### src/pkg/sjmcs_pkg.sv
// constants for the slit jaw motor and clutch selector
// Notes on behaviour
// - control word: flag, device, speed, direction
// - read word drives nothing, only feedback sampling
// - control word selects device, awaits acknowledge
// - then chosen speed clutch on, awaits acknowledge
// - then motor on; running reports setup done
// - new word stops motor, changes differing fields
// - every command waits for its acknowledge
// - half-second acknowledge timeout raises malfunction
// - feedback word: device code plus ten bits
// - any of sixteen encoders to either readout
// - readout converts gray to binary and BCD
// - three panel modes chosen by mode switch
// - manual-computer mode blocks until sample stored
// - manual modes disable panel after three minutes
// - in manual modes selection attaches readout A and drive together
// - drive commands from panel or computer
// - clutch and motor acknowledges also light the lamps
// - tank devices run at slow speed only
package sjmcs_pkg;
  // clock and timing
  localparam int     CLK_HZ         = 25_000_000;
  localparam int     ACK_TMO_MS     = 500;
  localparam int     ACK_TMO_CYC    = CLK_HZ / 1000 * ACK_TMO_MS;
  localparam int     PANEL_IDLE_MIN = 3;
  localparam longint PANEL_IDLE_CYC = 64'(CLK_HZ) * 60 * PANEL_IDLE_MIN;
  localparam int     TMO_W          = 24;
  localparam int     IDLE_W         = 33;
  // register indices on the plain port
  localparam logic [3:0] ADDR_CTRL   = 4'h0;
  localparam logic [3:0] ADDR_STATUS = 4'h1;
  localparam logic [3:0] ADDR_FEED   = 4'h2;
  localparam logic [3:0] ADDR_ENCSEL = 4'h3;
  // control word fields
  localparam int CW_W    = 11;
  localparam int CW_FLAG = 10;
  localparam int CW_DEV  = 4;
  localparam int CW_SPD  = 2;
  localparam int CW_DIR  = 0;
  // status fields
  localparam int ST_FAULT = 0;
  localparam int ST_DONE  = 1;
  localparam int ST_MOTOR = 2;
  localparam int ST_PANEL = 3;
  localparam int ST_BLOCK = 4;
  localparam int ST_MODE  = 5;
  localparam int ST_BUSY  = 7;
  localparam int ST_STORE = 2;
  // encoder select fields
  localparam int ES_W   = 9;
  localparam int ES_A   = 0;
  localparam int ES_B   = 4;
  localparam int ES_SRC = 8;
  localparam logic [8:0] ENCSEL_RST = 9'h010;
  // speed, clutch, direction and mode codes
  localparam logic [1:0] SPD_SLOW    = 2'h1;
  localparam logic [1:0] SPD_FAST    = 2'h2;
  localparam logic [1:0] CLUTCH_SLOW = 2'h1;
  localparam logic [1:0] CLUTCH_FAST = 2'h2;
  localparam logic [1:0] DIR_OPEN    = 2'h1;
  localparam logic [1:0] DIR_CLOSE   = 2'h2;
  localparam logic [1:0] MODE_MAN    = 2'h0;
  localparam logic [1:0] MODE_MANCMP = 2'h1;
  localparam logic [1:0] MODE_COMP   = 2'h2;
  localparam logic [5:0] TANK_BASE   = 6'h30;
  // encoder geometry
  localparam int ENC_N = 16;
  localparam int POS_W = 10;
  localparam int BCD_W = 16;
  // sequencer states
  typedef enum logic [5:0] {
    SQ_IDLE = 6'h01,
    SQ_DEV  = 6'h02,
    SQ_CLU  = 6'h04,
    SQ_MOT  = 6'h08,
    SQ_RUN  = 6'h10,
    SQ_STOP = 6'h20
  } sjmcs_state_e;
endpackage : sjmcs_pkg

### src/design/sjmcs_selector.sv
// motor and clutch selector with panel control and position feedback
`timescale 1ns/1ns
module sjmcs_selector #(
  parameter int unsigned     ACK_TMO_CYC    = sjmcs_pkg::ACK_TMO_CYC,
  parameter longint unsigned PANEL_IDLE_CYC = sjmcs_pkg::PANEL_IDLE_CYC
) (
  // clock and reset
  input  wire  logic                clk,
  input  wire  logic                sys_rst,
  // register port
  input  wire  logic [3:0]          reg_addr,
  input  wire  logic [15:0]         reg_wdata,
  input  wire  logic                reg_wr,
  input  wire  logic                reg_rd,
  output logic       [15:0]         reg_rdata,
  // operator panel pins
  input  wire  logic [1:0]          mode_sw,
  input  wire  logic                panel_go,
  input  wire  logic [5:0]          panel_dev,
  input  wire  logic [1:0]          panel_spd,
  input  wire  logic [1:0]          panel_dir,
  output logic                      panel_enabled,
  // acknowledge pins from device, clutches and motor
  input  wire  logic                dev_ack,
  input  wire  logic [1:0]          clutch_ack,
  input  wire  logic                motor_ack,
  // drive outputs
  output logic [5:0]                dev_sel,
  output logic                      dev_sel_en,
  output logic [1:0]                clutch_on,
  output logic                      motor_on,
  output logic                      motor_dir,
  // lamps and computer signals
  output logic [1:0]                lamp_clutch,
  output logic                      lamp_motor,
  output logic                      setup_done,
  output logic                      malfunction_irq,
  // shaft encoders and displays
  input  wire  logic [15:0][9:0]    enc_gray,
  output logic       [15:0]         bcd_disp_a,
  output logic       [15:0]         bcd_disp_b
);
  //////////////////////////////////////////////////////////////////////////
  // input synchronisers and readout units
  logic [16:0]      pins_s;
  logic [15:0][9:0] enc_s;
  logic [1:0]       mode_s;
  logic             go_s;
  logic [5:0]       pdev_s;
  logic [1:0]       pspd_s;
  logic [1:0]       pdir_s;
  logic             ack_dev;
  logic [1:0]       ack_clutch;
  logic             ack_motor;
  logic [9:0]       bin_a;
  logic [9:0]       bin_b;
  logic [3:0]       sel_a;
  logic [3:0]       sel_b;

  sjmcs_sync #(.W(17)) u_sync_pins (
    .clk      (clk),
    .sys_rst  (sys_rst),
    .pin_in   ({mode_sw, panel_go, panel_dev, panel_spd, panel_dir,
                dev_ack, clutch_ack, motor_ack}),
    .pin_sync (pins_s)
  );
  sjmcs_sync #(.W(160)) u_sync_enc (
    .clk      (clk),
    .sys_rst  (sys_rst),
    .pin_in   (enc_gray),
    .pin_sync (enc_s)
  );
  assign {mode_s, go_s, pdev_s, pspd_s, pdir_s,
          ack_dev, ack_clutch, ack_motor} = pins_s;

  // each readout takes any of the sixteen encoders
  sjmcs_readout u_readout_a (
    .clk     (clk),
    .sys_rst (sys_rst),
    .gray_in (enc_s[sel_a]),
    .bin_reg (bin_a),
    .bcd_reg (bcd_disp_a)
  );
  sjmcs_readout u_readout_b (
    .clk     (clk),
    .sys_rst (sys_rst),
    .gray_in (enc_s[sel_b]),
    .bin_reg (bin_b),
    .bcd_reg (bcd_disp_b)
  );

  //////////////////////////////////////////////////////////////////////////
  // panel supervision and command source
  logic                     go_prev_reg, go_prev_next;
  logic [1:0]               mode_prev_reg, mode_prev_next;
  logic [sjmcs_pkg::IDLE_W-1:0] idle_cnt_reg, idle_cnt_next;
  logic                     panel_en_reg, panel_en_next;
  logic                     blocked_reg, blocked_next;
  logic                     go_rise;
  logic                     manual;
  logic                     panel_cmd;
  logic                     bus_cmd;
  logic                     stored_wr;
  logic                     cmd_valid;
  logic                     cmd_flag;
  logic [5:0]               cmd_dev;
  logic [1:0]               cmd_spd;
  logic [1:0]               cmd_dir;
  logic                     cmd_take;
  sjmcs_pkg::sjmcs_state_e  st_reg, st_next;

  // a panel press counts only when enabled and not waiting for a sample
  always_comb begin
    go_rise   = go_s & ~go_prev_reg;
    manual    = (mode_s != sjmcs_pkg::MODE_COMP);
    panel_cmd = go_rise & manual & panel_en_reg & ~blocked_reg;
    bus_cmd   = reg_wr && (reg_addr == sjmcs_pkg::ADDR_CTRL);
    stored_wr = reg_wr && (reg_addr == sjmcs_pkg::ADDR_STATUS)
                && reg_wdata[sjmcs_pkg::ST_STORE];
    cmd_flag  = panel_cmd | reg_wdata[sjmcs_pkg::CW_FLAG];
    cmd_dev   = panel_cmd ? pdev_s : reg_wdata[sjmcs_pkg::CW_DEV +: 6];
    cmd_spd   = panel_cmd ? pspd_s : reg_wdata[sjmcs_pkg::CW_SPD +: 2];
    cmd_dir   = panel_cmd ? pdir_s : reg_wdata[sjmcs_pkg::CW_DIR +: 2];
    // drive words from the computer only count in computer mode
    cmd_valid = panel_cmd | (bus_cmd & (~reg_wdata[sjmcs_pkg::CW_FLAG]
                | ~manual));
    cmd_take  = cmd_valid & ((st_reg == sjmcs_pkg::SQ_IDLE)
                | (st_reg == sjmcs_pkg::SQ_RUN));
    go_prev_next   = go_s;
    mode_prev_next = mode_s;
    idle_cnt_next  = idle_cnt_reg;
    panel_en_next  = panel_en_reg;
    blocked_next   = ((mode_s == sjmcs_pkg::MODE_MANCMP) & panel_cmd)
                     | (blocked_reg & ~stored_wr);
    if (mode_s != mode_prev_reg) begin
      idle_cnt_next = '0;
      panel_en_next = 1'b1;
      blocked_next  = 1'b0;
    end else if (go_rise) begin
      idle_cnt_next = '0;
    end else if (manual && panel_en_reg) begin
      if (idle_cnt_reg == sjmcs_pkg::IDLE_W'(PANEL_IDLE_CYC - 1)) begin
        panel_en_next = 1'b0;
      end else begin
        idle_cnt_next = idle_cnt_reg + 1'b1;
      end
    end
  end

  always_ff @(posedge clk or posedge sys_rst) begin
    if (sys_rst) begin
      go_prev_reg   <= 1'b0;
      mode_prev_reg <= sjmcs_pkg::MODE_MAN;
      idle_cnt_reg  <= '0;
      panel_en_reg  <= 1'b1;
      blocked_reg   <= 1'b0;
    end else begin
      go_prev_reg   <= go_prev_next;
      mode_prev_reg <= mode_prev_next;
      idle_cnt_reg  <= idle_cnt_next;
      panel_en_reg  <= panel_en_next;
      blocked_reg   <= blocked_next;
    end
  end

  //////////////////////////////////////////////////////////////////////////
  // handshake sequencer
  logic [5:0]                  dev_reg, dev_next, pdev_reg, pdev_next;
  logic [1:0]                  pspd_reg, pspd_next, pdir_reg, pdir_next;
  logic [1:0]                  spd_reg, spd_next, clutch_reg, clutch_next;
  logic                        dev_en_reg, dev_en_next;
  logic                        motor_reg, motor_next, dir_reg, dir_next;
  logic [sjmcs_pkg::TMO_W-1:0] tmo_reg, tmo_next;
  logic                        waiting, tmo_hit, fault_set, done_set;

  // tank drives have one speed; unknown codes keep the present choice
  function automatic logic [1:0] pick_clutch(input logic [1:0] cur,
      input logic [1:0] code, input logic [5:0] dev);
    if (dev >= sjmcs_pkg::TANK_BASE) begin
      pick_clutch = sjmcs_pkg::CLUTCH_SLOW;
    end else if (code == sjmcs_pkg::SPD_SLOW) begin
      pick_clutch = sjmcs_pkg::CLUTCH_SLOW;
    end else if (code == sjmcs_pkg::SPD_FAST) begin
      pick_clutch = sjmcs_pkg::CLUTCH_FAST;
    end else begin
      pick_clutch = cur;
    end
  endfunction : pick_clutch

  function automatic logic pick_dir(input logic cur, input logic [1:0] code);
    if (code == sjmcs_pkg::DIR_OPEN) begin
      pick_dir = 1'b1;
    end else if (code == sjmcs_pkg::DIR_CLOSE) begin
      pick_dir = 1'b0;
    end else begin
      pick_dir = cur;
    end
  endfunction : pick_dir

  // every wait state is bounded; a timeout drops all drives at once
  always_comb begin
    st_next = st_reg;
    dev_next = dev_reg;
    dev_en_next = dev_en_reg;
    pdev_next = pdev_reg;
    pspd_next = pspd_reg;
    pdir_next = pdir_reg;
    spd_next = spd_reg;
    clutch_next = clutch_reg;
    motor_next = motor_reg;
    dir_next = dir_reg;
    fault_set = 1'b0;
    done_set = 1'b0;
    waiting = (st_reg != sjmcs_pkg::SQ_IDLE)
              && (st_reg != sjmcs_pkg::SQ_RUN);
    tmo_hit = waiting && (tmo_reg == sjmcs_pkg::TMO_W'(ACK_TMO_CYC - 1));
    if (tmo_hit) begin
      st_next = sjmcs_pkg::SQ_IDLE;
      dev_en_next = 1'b0;
      clutch_next = '0;
      motor_next = 1'b0;
      fault_set = 1'b1;
    end else begin
      case (st_reg)
        sjmcs_pkg::SQ_IDLE: begin
          if (cmd_take && cmd_flag) begin
            dev_next = cmd_dev;
            dev_en_next = 1'b1;
            spd_next = pick_clutch(spd_reg, cmd_spd, cmd_dev);
            dir_next = pick_dir(dir_reg, cmd_dir);
            st_next = sjmcs_pkg::SQ_DEV;
          end
        end
        sjmcs_pkg::SQ_DEV: begin
          if (ack_dev) begin
            clutch_next = spd_reg;
            st_next = sjmcs_pkg::SQ_CLU;
          end
        end
        sjmcs_pkg::SQ_CLU: begin
          if (ack_clutch == clutch_reg) begin
            motor_next = 1'b1;
            st_next = sjmcs_pkg::SQ_MOT;
          end
        end
        sjmcs_pkg::SQ_MOT: begin
          if (ack_motor) begin
            done_set = 1'b1;
            st_next = sjmcs_pkg::SQ_RUN;
          end
        end
        sjmcs_pkg::SQ_RUN: begin
          if (cmd_take && cmd_flag) begin
            pdev_next = cmd_dev;
            pspd_next = cmd_spd;
            pdir_next = cmd_dir;
            motor_next = 1'b0;
            st_next = sjmcs_pkg::SQ_STOP;
          end
        end
        sjmcs_pkg::SQ_STOP: begin
          if (!ack_motor) begin
            spd_next = pick_clutch(spd_reg, pspd_reg, pdev_reg);
            dir_next = pick_dir(dir_reg, pdir_reg);
            if (pdev_reg != dev_reg) begin
              dev_next = pdev_reg;
              clutch_next = '0;
              st_next = sjmcs_pkg::SQ_DEV;
            end else begin
              clutch_next = pick_clutch(spd_reg, pspd_reg, pdev_reg);
              st_next = sjmcs_pkg::SQ_CLU;
            end
          end
        end
        default: begin
          st_next = sjmcs_pkg::SQ_IDLE;
        end
      endcase
    end
    tmo_next = (waiting && st_next == st_reg) ? tmo_reg + 1'b1 : '0;
  end

  always_ff @(posedge clk or posedge sys_rst) begin
    if (sys_rst) begin
      st_reg     <= sjmcs_pkg::SQ_IDLE;
      dev_reg    <= '0;
      dev_en_reg <= 1'b0;
      pdev_reg   <= '0;
      pspd_reg   <= '0;
      pdir_reg   <= '0;
      spd_reg    <= sjmcs_pkg::CLUTCH_SLOW;
      clutch_reg <= '0;
      motor_reg  <= 1'b0;
      dir_reg    <= 1'b0;
      tmo_reg    <= '0;
    end else begin
      st_reg     <= st_next;
      dev_reg    <= dev_next;
      dev_en_reg <= dev_en_next;
      pdev_reg   <= pdev_next;
      pspd_reg   <= pspd_next;
      pdir_reg   <= pdir_next;
      spd_reg    <= spd_next;
      clutch_reg <= clutch_next;
      motor_reg  <= motor_next;
      dir_reg    <= dir_next;
      tmo_reg    <= tmo_next;
    end
  end

  //////////////////////////////////////////////////////////////////////////
  // registers seen by the computer
  logic [sjmcs_pkg::CW_W-1:0] cw_reg, cw_next;
  logic [sjmcs_pkg::ES_W-1:0] es_reg, es_next;
  logic [5:0]                 fb_dev_reg, fb_dev_next;
  logic                       fault_reg, fault_next, done_reg, done_next;
  logic [15:0]                rdata_next;
  logic                       st_wr;

  // set wins over a clear arriving in the same cycle
  always_comb begin
    st_wr = reg_wr && (reg_addr == sjmcs_pkg::ADDR_STATUS);
    cw_next = bus_cmd ? reg_wdata[sjmcs_pkg::CW_W-1:0] : cw_reg;
    es_next = (reg_wr && reg_addr == sjmcs_pkg::ADDR_ENCSEL)
              ? reg_wdata[sjmcs_pkg::ES_W-1:0] : es_reg;
    fb_dev_next = cmd_take ? cmd_dev : fb_dev_reg;
    fault_next = fault_set
                 | (fault_reg & ~(st_wr & reg_wdata[sjmcs_pkg::ST_FAULT]));
    done_next = done_set
                | (done_reg & ~(st_wr & reg_wdata[sjmcs_pkg::ST_DONE]));
    rdata_next = '0;
    if (reg_rd) begin
      case (reg_addr)
        sjmcs_pkg::ADDR_CTRL:   rdata_next = {5'h00, cw_reg};
        sjmcs_pkg::ADDR_STATUS: begin
          rdata_next[sjmcs_pkg::ST_FAULT] = fault_reg;
          rdata_next[sjmcs_pkg::ST_DONE]  = done_reg;
          rdata_next[sjmcs_pkg::ST_MOTOR] = ack_motor;
          rdata_next[sjmcs_pkg::ST_PANEL] = panel_en_reg;
          rdata_next[sjmcs_pkg::ST_BLOCK] = blocked_reg;
          rdata_next[sjmcs_pkg::ST_MODE +: 2] = mode_s;
          rdata_next[sjmcs_pkg::ST_BUSY]  = waiting;
        end
        sjmcs_pkg::ADDR_FEED: begin
          rdata_next = {fb_dev_reg, es_reg[sjmcs_pkg::ES_SRC]
                        ? bin_b : bin_a};
        end
        sjmcs_pkg::ADDR_ENCSEL: rdata_next = {7'h00, es_reg};
        default:                rdata_next = '0;
      endcase
    end
  end

  always_ff @(posedge clk or posedge sys_rst) begin
    if (sys_rst) begin
      cw_reg     <= '0;
      es_reg     <= sjmcs_pkg::ENCSEL_RST;
      fb_dev_reg <= '0;
      fault_reg  <= 1'b0;
      done_reg   <= 1'b0;
      reg_rdata  <= '0;
    end else begin
      cw_reg     <= cw_next;
      es_reg     <= es_next;
      fb_dev_reg <= fb_dev_next;
      fault_reg  <= fault_next;
      done_reg   <= done_next;
      reg_rdata  <= rdata_next;
    end
  end

  // in manual modes the selected device also feeds readout A
  assign sel_a = manual ? dev_reg[3:0] : es_reg[sjmcs_pkg::ES_A +: 4];
  assign sel_b = es_reg[sjmcs_pkg::ES_B +: 4];
  assign dev_sel = dev_reg;
  assign dev_sel_en = dev_en_reg;
  assign clutch_on = clutch_reg;
  assign motor_on = motor_reg;
  assign motor_dir = dir_reg;
  assign lamp_clutch = ack_clutch;
  assign lamp_motor = ack_motor;
  assign setup_done = done_reg;
  assign malfunction_irq = fault_reg;
  assign panel_enabled = panel_en_reg;

  //////////////////////////////////////////////////////////////////////////
  // assertions
  read_no_drive_a: assert property (@(posedge clk) disable iff (sys_rst)
    (st_reg == sjmcs_pkg::SQ_IDLE && cmd_take && !cmd_flag && !tmo_hit)
    |=> (st_reg == sjmcs_pkg::SQ_IDLE) && !motor_reg && clutch_reg == '0)
    else $error("read word started a drive");
  dev_first_a: assert property (@(posedge clk) disable iff (sys_rst)
    (st_reg == sjmcs_pkg::SQ_IDLE && cmd_take && cmd_flag)
    |=> dev_en_reg && clutch_reg == '0 && !motor_reg
        && st_reg == sjmcs_pkg::SQ_DEV)
    else $error("device not selected first");
  clutch_step_a: assert property (@(posedge clk) disable iff (sys_rst)
    (st_reg == sjmcs_pkg::SQ_DEV && ack_dev && !tmo_hit)
    |=> clutch_reg == spd_reg && clutch_reg != '0)
    else $error("clutch not energised after device ack");
  motor_gate_a: assert property (@(posedge clk) disable iff (sys_rst)
    $rose(motor_reg) |-> $past(st_reg == sjmcs_pkg::SQ_CLU)
                         && $past(ack_clutch) == clutch_reg)
    else $error("motor started without clutch ack");
  done_report_a: assert property (@(posedge clk) disable iff (sys_rst)
    (st_reg == sjmcs_pkg::SQ_MOT && ack_motor && !tmo_hit)
    |=> done_reg ##1 done_reg || $past(st_wr))
    else $error("setup done not reported");
  change_stop_a: assert property (@(posedge clk) disable iff (sys_rst)
    (st_reg == sjmcs_pkg::SQ_RUN && cmd_take && cmd_flag)
    |=> !motor_reg && st_reg == sjmcs_pkg::SQ_STOP)
    else $error("motor not stopped on new word");
  ack_wait_a: assert property (@(posedge clk) disable iff (sys_rst)
    (st_reg == sjmcs_pkg::SQ_CLU && ack_clutch != clutch_reg && !tmo_hit)
    |=> st_reg == sjmcs_pkg::SQ_CLU && !motor_reg)
    else $error("advanced without acknowledge");
  timeout_a: assert property (@(posedge clk) disable iff (sys_rst)
    tmo_hit |=> fault_reg && st_reg == sjmcs_pkg::SQ_IDLE
                && !motor_reg && !dev_en_reg)
    else $error("timeout did not raise malfunction");
  tank_slow_a: assert property (@(posedge clk) disable iff (sys_rst)
    clutch_reg == sjmcs_pkg::CLUTCH_FAST |-> dev_reg < sjmcs_pkg::TANK_BASE)
    else $error("tank drive on fast clutch");
  panel_block_a: assert property (@(posedge clk) disable iff (sys_rst)
    (panel_cmd && mode_s == sjmcs_pkg::MODE_MANCMP
     && mode_s == mode_prev_reg) |=> blocked_reg && !panel_cmd)
    else $error("panel press did not block");
  setup_c: cover property (@(posedge clk) disable iff (sys_rst)
    st_reg == sjmcs_pkg::SQ_MOT ##1 st_reg == sjmcs_pkg::SQ_RUN);
  fault_c: cover property (@(posedge clk) disable iff (sys_rst) tmo_hit);
  change_c: cover property (@(posedge clk) disable iff (sys_rst)
    st_reg == sjmcs_pkg::SQ_STOP ##1 st_reg == sjmcs_pkg::SQ_CLU);
endmodule : sjmcs_selector

### src/design/sjmcs_sync.sv
// two-flop synchroniser for a group of pin inputs
`timescale 1ns/1ns
module sjmcs_sync #(
  parameter int W = 1
) (
  // clock and reset
  input  wire  logic         clk,
  input  wire  logic         sys_rst,
  // pins and their synchronised copy
  input  wire  logic [W-1:0] pin_in,
  output logic       [W-1:0] pin_sync
);
  logic [W-1:0] meta_reg;
  logic [W-1:0] meta_next;
  logic [W-1:0] sync_next;

  // the first stage feeds only the second
  always_comb begin
    meta_next = pin_in;
    sync_next = meta_reg;
  end

  always_ff @(posedge clk or posedge sys_rst) begin
    if (sys_rst) begin
      meta_reg <= '0;
      pin_sync <= '0;
    end else begin
      meta_reg <= meta_next;
      pin_sync <= sync_next;
    end
  end
endmodule : sjmcs_sync

### src/design/sjmcs_readout.sv
// position readout unit: gray to binary to BCD
`timescale 1ns/1ns
module sjmcs_readout (
  // clock and reset
  input  wire  logic                          clk,
  input  wire  logic                          sys_rst,
  // gray coded position in, binary and BCD out
  input  wire  logic [sjmcs_pkg::POS_W-1:0]   gray_in,
  output logic       [sjmcs_pkg::POS_W-1:0]   bin_reg,
  output logic       [sjmcs_pkg::BCD_W-1:0]   bcd_reg
);
  logic [sjmcs_pkg::POS_W-1:0] bin_next;
  logic [sjmcs_pkg::BCD_W-1:0] bcd_next;

  // gray decode then shift-add-3; max 1023 fits four digits
  always_comb begin
    bin_next[sjmcs_pkg::POS_W-1] = gray_in[sjmcs_pkg::POS_W-1];
    for (int i = sjmcs_pkg::POS_W - 2; i >= 0; i--) begin
      bin_next[i] = bin_next[i+1] ^ gray_in[i];
    end
    bcd_next = '0;
    for (int i = sjmcs_pkg::POS_W - 1; i >= 0; i--) begin
      for (int d = 0; d < 4; d++) begin
        if (bcd_next[d*4 +: 4] > 4'h4) begin
          bcd_next[d*4 +: 4] = bcd_next[d*4 +: 4] + 4'h3;
        end
      end
      bcd_next = {bcd_next[sjmcs_pkg::BCD_W-2:0], bin_next[i]};
    end
  end

  always_ff @(posedge clk or posedge sys_rst) begin
    if (sys_rst) begin
      bin_reg <= '0;
      bcd_reg <= '0;
    end else begin
      bin_reg <= bin_next;
      bcd_reg <= bcd_next;
    end
  end
endmodule : sjmcs_readout

### config.mk
export PLATFORM = sky130hd
export DESIGN_NAME = sjmcs_selector
export DESIGN_NICKNAME = d
export VERILOG_FILES = /design/src/pkg/sjmcs_pkg.sv /design/src/design/sjmcs_selector.sv /design/src/design/sjmcs_sync.sv /design/src/design/sjmcs_readout.sv
export SDC_FILE = /design/constraint.sdc
export NUM_CORES = 1
export LEC_CHECK = 0
export BUFFER_PORTS_ARGS = -buffer_cell sky130_fd_sc_hd__buf_2
export CAP_MARGIN = 20
export CORE_MARGIN = 2
export CORE_UTILIZATION = 35
export CTS_BUF_LIST = sky130_fd_sc_hd__clkbuf_8 sky130_fd_sc_hd__clkbuf_16
export DETAILED_ROUTE_END_ITERATION = 10
export PLACE_DENSITY_LB_ADDON = 0.1
export RECOVER_POWER = 100
export SLEW_MARGIN = 40
export SYNTH_ARGS = -nofsm -noshare
export SYNTH_HDL_FRONTEND = slang
export SYNTH_SLANG_ARGS = --single-unit
### constraint.sdc
create_clock -name clk -period 42.9 [get_ports clk]
set_input_delay 4.29 -clock clk [delete_from_list [all_inputs] [get_ports clk]]
set_output_delay 4.29 -clock clk [all_outputs]
set_load 0.02 [all_outputs]
==> metrics.md <==
| Metric | Value |
|---|---|
| Placed wire-length estimate | `between 40 and 50 mm` |
| CTS Hold Bufs | `0` |
| Starting Density | `35.4%` |
| Via/cell ratio | `roughly 5.0` |
| FILL cells | `6211` |
| CTS Sinks | `533` |
| Hold Crit Depth | `0` |
| Height of the die | `260 µm` |
| Fin Setup TNS | `0 ns` |
| Hold Startpoint | `u_sync_enc.meta_reg[21]` |
| Die ar. | `67400 µm²` |
| Setup crit end kind | `async pin` |
| Syn avg cell area | `12.7 µm²` |
| Deepest clock path buffer count | `3` |
| R2R Path Start | `es_reg[4]` |
| R2R depth | `39` |
| Post-CTS setup buffers | `0` |
| Async S/R FF share, synth | `100%` |
| Area growth syn-to-layout | `17.0%` |
| Period utilization | `33.6%` |
| First-pass GRT wire length | `90.1 mm` |
| MaxCap Viol Count | `7` |
| Die outline width | `approximately 260 µm` |
| Top cell type's share of synthesized area | `57.9%` |
| Seq/Total Area, Yosys | `approximately three fifths` |
| CORE AREA | `around 65000 µm²` |
| DRC | `0` |
| Crit start category | `input port` |
| Worst Skew | `0.0157 ns` |
| Detailed-router iteration count before antenna repair | `5` |
| Nets | `between 2000 and 2500` |
| Violated checks | `capacitance limit, slew limit` |
| Final Hold Fails | `0` |
| Sequential cell area | `13300 µm²` |
| CP max stage cell | `clkbuf_1` |
| Unrepaired setup endpoints after global routing | `no` |
| Routability cong. | `0.839` |
| CTS resizes | `0` |
| WL final | `58.7 mm` |
| WS Path Type | `input port to async pin` |
| Hold crit path type | `flop to flop` |
| Vias in the first global route | `between 15000 and 20000` |
| Largest net degree at the start of global routing | `113` |
| Max_slew headroom | `-261%` |
| Port bufs | `254` |
| Global route overflow | `0` |
| Ports | `266` |
| CTS Root Cell | `clkbuf_16` |
| WP data arrival | `13.84 ns` |
| Antenna violations before repair | `7` |
| Yosys warns | `0` |
| Top FF cell, synth | `dfrtp_1` |
| Multi-input logic area | `8750 µm²` |
| Required time of the critical path | `42.31 ns` |
| H-Tree Depth | `2` |
| DRT iter0 DRCs | `slightly below 900` |
| Routed vias | `14800` |
| ANT nets after route | `0` |
| Outcome | `finished with violations` |
| First element of the critical path | `sys_rst` |
| Number of synthesized flops with an enable pin | `0` |
| Synth Register Bits | `533` |
| Period minus WS final | `roughly 14 ns` |
| TritonCTS clock tree | `yes` |
| Distinct cells, synth | `112` |
| Fmax | `between 0.06 and 0.07 GHz` |
| Slew of the pin with the lowest slew margin | `roughly 5.4 ns` |
| Synthesized area | `22900 µm²` |
| Crit Path Max Fanout | `about 110` |
| Layout cells sized above 1 | `between 10% and 20%` |
| Wirelength per Cell | `19.9 µm` |
| Row count | `93` |
| GRT Total Usage | `around 18%` |
| Cells after synthesis | `1800` |
| # setup viols final | `0` |
| CP peak stage delay | `3.94 ns` |
| Most frequent cell on the critical path | `clkbuf_1` |
| CTS Buf Count | `between 50 and 60` |
| Worst-path clk slew | `0.06 ns` |
| Top cells by area, synth | `dfrtp_1 (58%), mux4_2 (7.6%), mux2i_1 (2.9%)` |
| Cell taking the most area after synthesis | `dfrtp_1` |
| Worst-Skew Late Latency | `0.61 ns` |
| Final Max Slew Viols | `~590` |
| Cells along the critical path | `buf_2 > clkinvlp_2 > clkbuf_1 > clkbuf_1` |
## metal layers
layer / wire [µm] / vias up / global-route usage, % / share of wire, %
met5: 29 / - / 0 / 0.049
met3: 2800 / 93 / 3.07 / 4.8
met4: 1490 / 4 / 4.79 / 2.5
met1: 27600 / 7401 / 25.4 / 47
met2: 26900 / 354 / 27.1 / 46
li1: - / 6907 / - / -
## worst paths after layout
kind / to / slack (ns)
max: u_sync_enc.meta_reg[107] / 28.47
min: u_sync_enc.pin_sync[21] / 0.34
min reg2reg: u_sync_enc.pin_sync[21] / 0.34
max reg2reg: u_readout_b.bcd_reg[4] / 28.89
min in group asynchronous: u_sync_enc.meta_reg[50] / 5.18
max in group clk: u_readout_b.bcd_reg[4] / 28.89
## worst max-delay path, delay by kind of cell
kind	cells	cell delay, ns
buffers and inverters	4	9.39
## layout by cell type (no fill, tap or decap), drive strengths merged, types with 9 or more instances in the layout
cell type | synthesis | layout
a211oi | 16 | 16
a21o | 9 | 9
a21oi | 68 | 68
a22oi | 9 | 9
a31oi | 15 | 15
and2 | 19 | 19
and3 | 16 | 16
buf | 45 | 146
bufinv | 0 | 11
clkbuf | 41 | 198
clkinv | 2 | 16
dfrtp | 529 | 529
ha | 37 | 37
inv | 58 | 62
mux2 | 41 | 41
mux2i | 68 | 68
mux4 | 77 | 77
nand2 | 155 | 155
nand3 | 32 | 32
nand4 | 17 | 17
nor2 | 144 | 144
nor2b | 19 | 19
nor3 | 30 | 30
nor3b | 9 | 9
o21ai | 62 | 62
o22ai | 11 | 11
or2 | 10 | 10
or3 | 11 | 11
xnor2 | 47 | 47
xor2 | 50 | 50
## Yosys cell counts, types with 5 or more instances
cell,number
ha_1,37
o21ai_1,9
and4_1,6
and2_1,19
buf_6,8
o211ai_1,7
a2111oi_0,5
nand3_1,32
nand4_1,17
dfrtp_1,529
a22oi_1,8
nand2b_1,8
o22ai_1,11
mux4_2,77
a211oi_1,14
nor3_1,30
nor2b_1,19
a21oi_1,66
nand3b_1,7
or4_1,5
nor4b_1,6
nor3b_1,9
buf_2,13
nand2_1,154
clkbuf_1,41
a21o_1,7
buf_1,6
inv_1,53
or3_1,11
mux2_2,37
or2_2,7
a31oi_1,12
a32oi_1,5
buf_4,18
xor2_1,50
mux2i_1,67
o21ai_0,52
and3_1,16
nor4_1,7
o31ai_1,7
inv_2,5
xnor2_1,42
nor2_1,144
## cell families after synthesis
group,count (synthesis),share of synthesized area [%]
other,1,0.0164
multiplexers,186,12.6
XOR/XNOR,98,4.08
AND/OR/NAND/NOR,516,11.0
AO/OA/AOI/OAI,283,8.86
buffers and inverters,146,3.05
adder cells (fa/ha/maj),37,2.02
flip-flops,533,58.3
## layout make-up
class	instances	area share, %
antenna	1	0.00935
timing repair buffer	272	4.59
clock buffer	72	6.14
multi-input combinational	1126	32.7
inverter	60	0.851
sequential	533	49.9
clock inverter	35	1.83
tap	855	4.00
## per-stage QoR
stage          area, µm²  utilization [%]  worst slack [ns]  instances  hold WS [ns]
2_1_floorplan      22900                -             23.72       1805         0.331
3_3_place_gp       24900             38.6             31.94       2844         0.332
3_5_place_dp       25000             38.7             31.84       2846         0.335
4_1_cts            27100             42.0             31.85       2953         0.330
5_1_grt            26800             41.4             25.86       2953         0.346
6_report           26800             41.4             28.47       2954         0.341
Power is left out: the tool's default activity adds up to more than one toggle a clock period on the data nets, which glitch-free logic cannot reach.
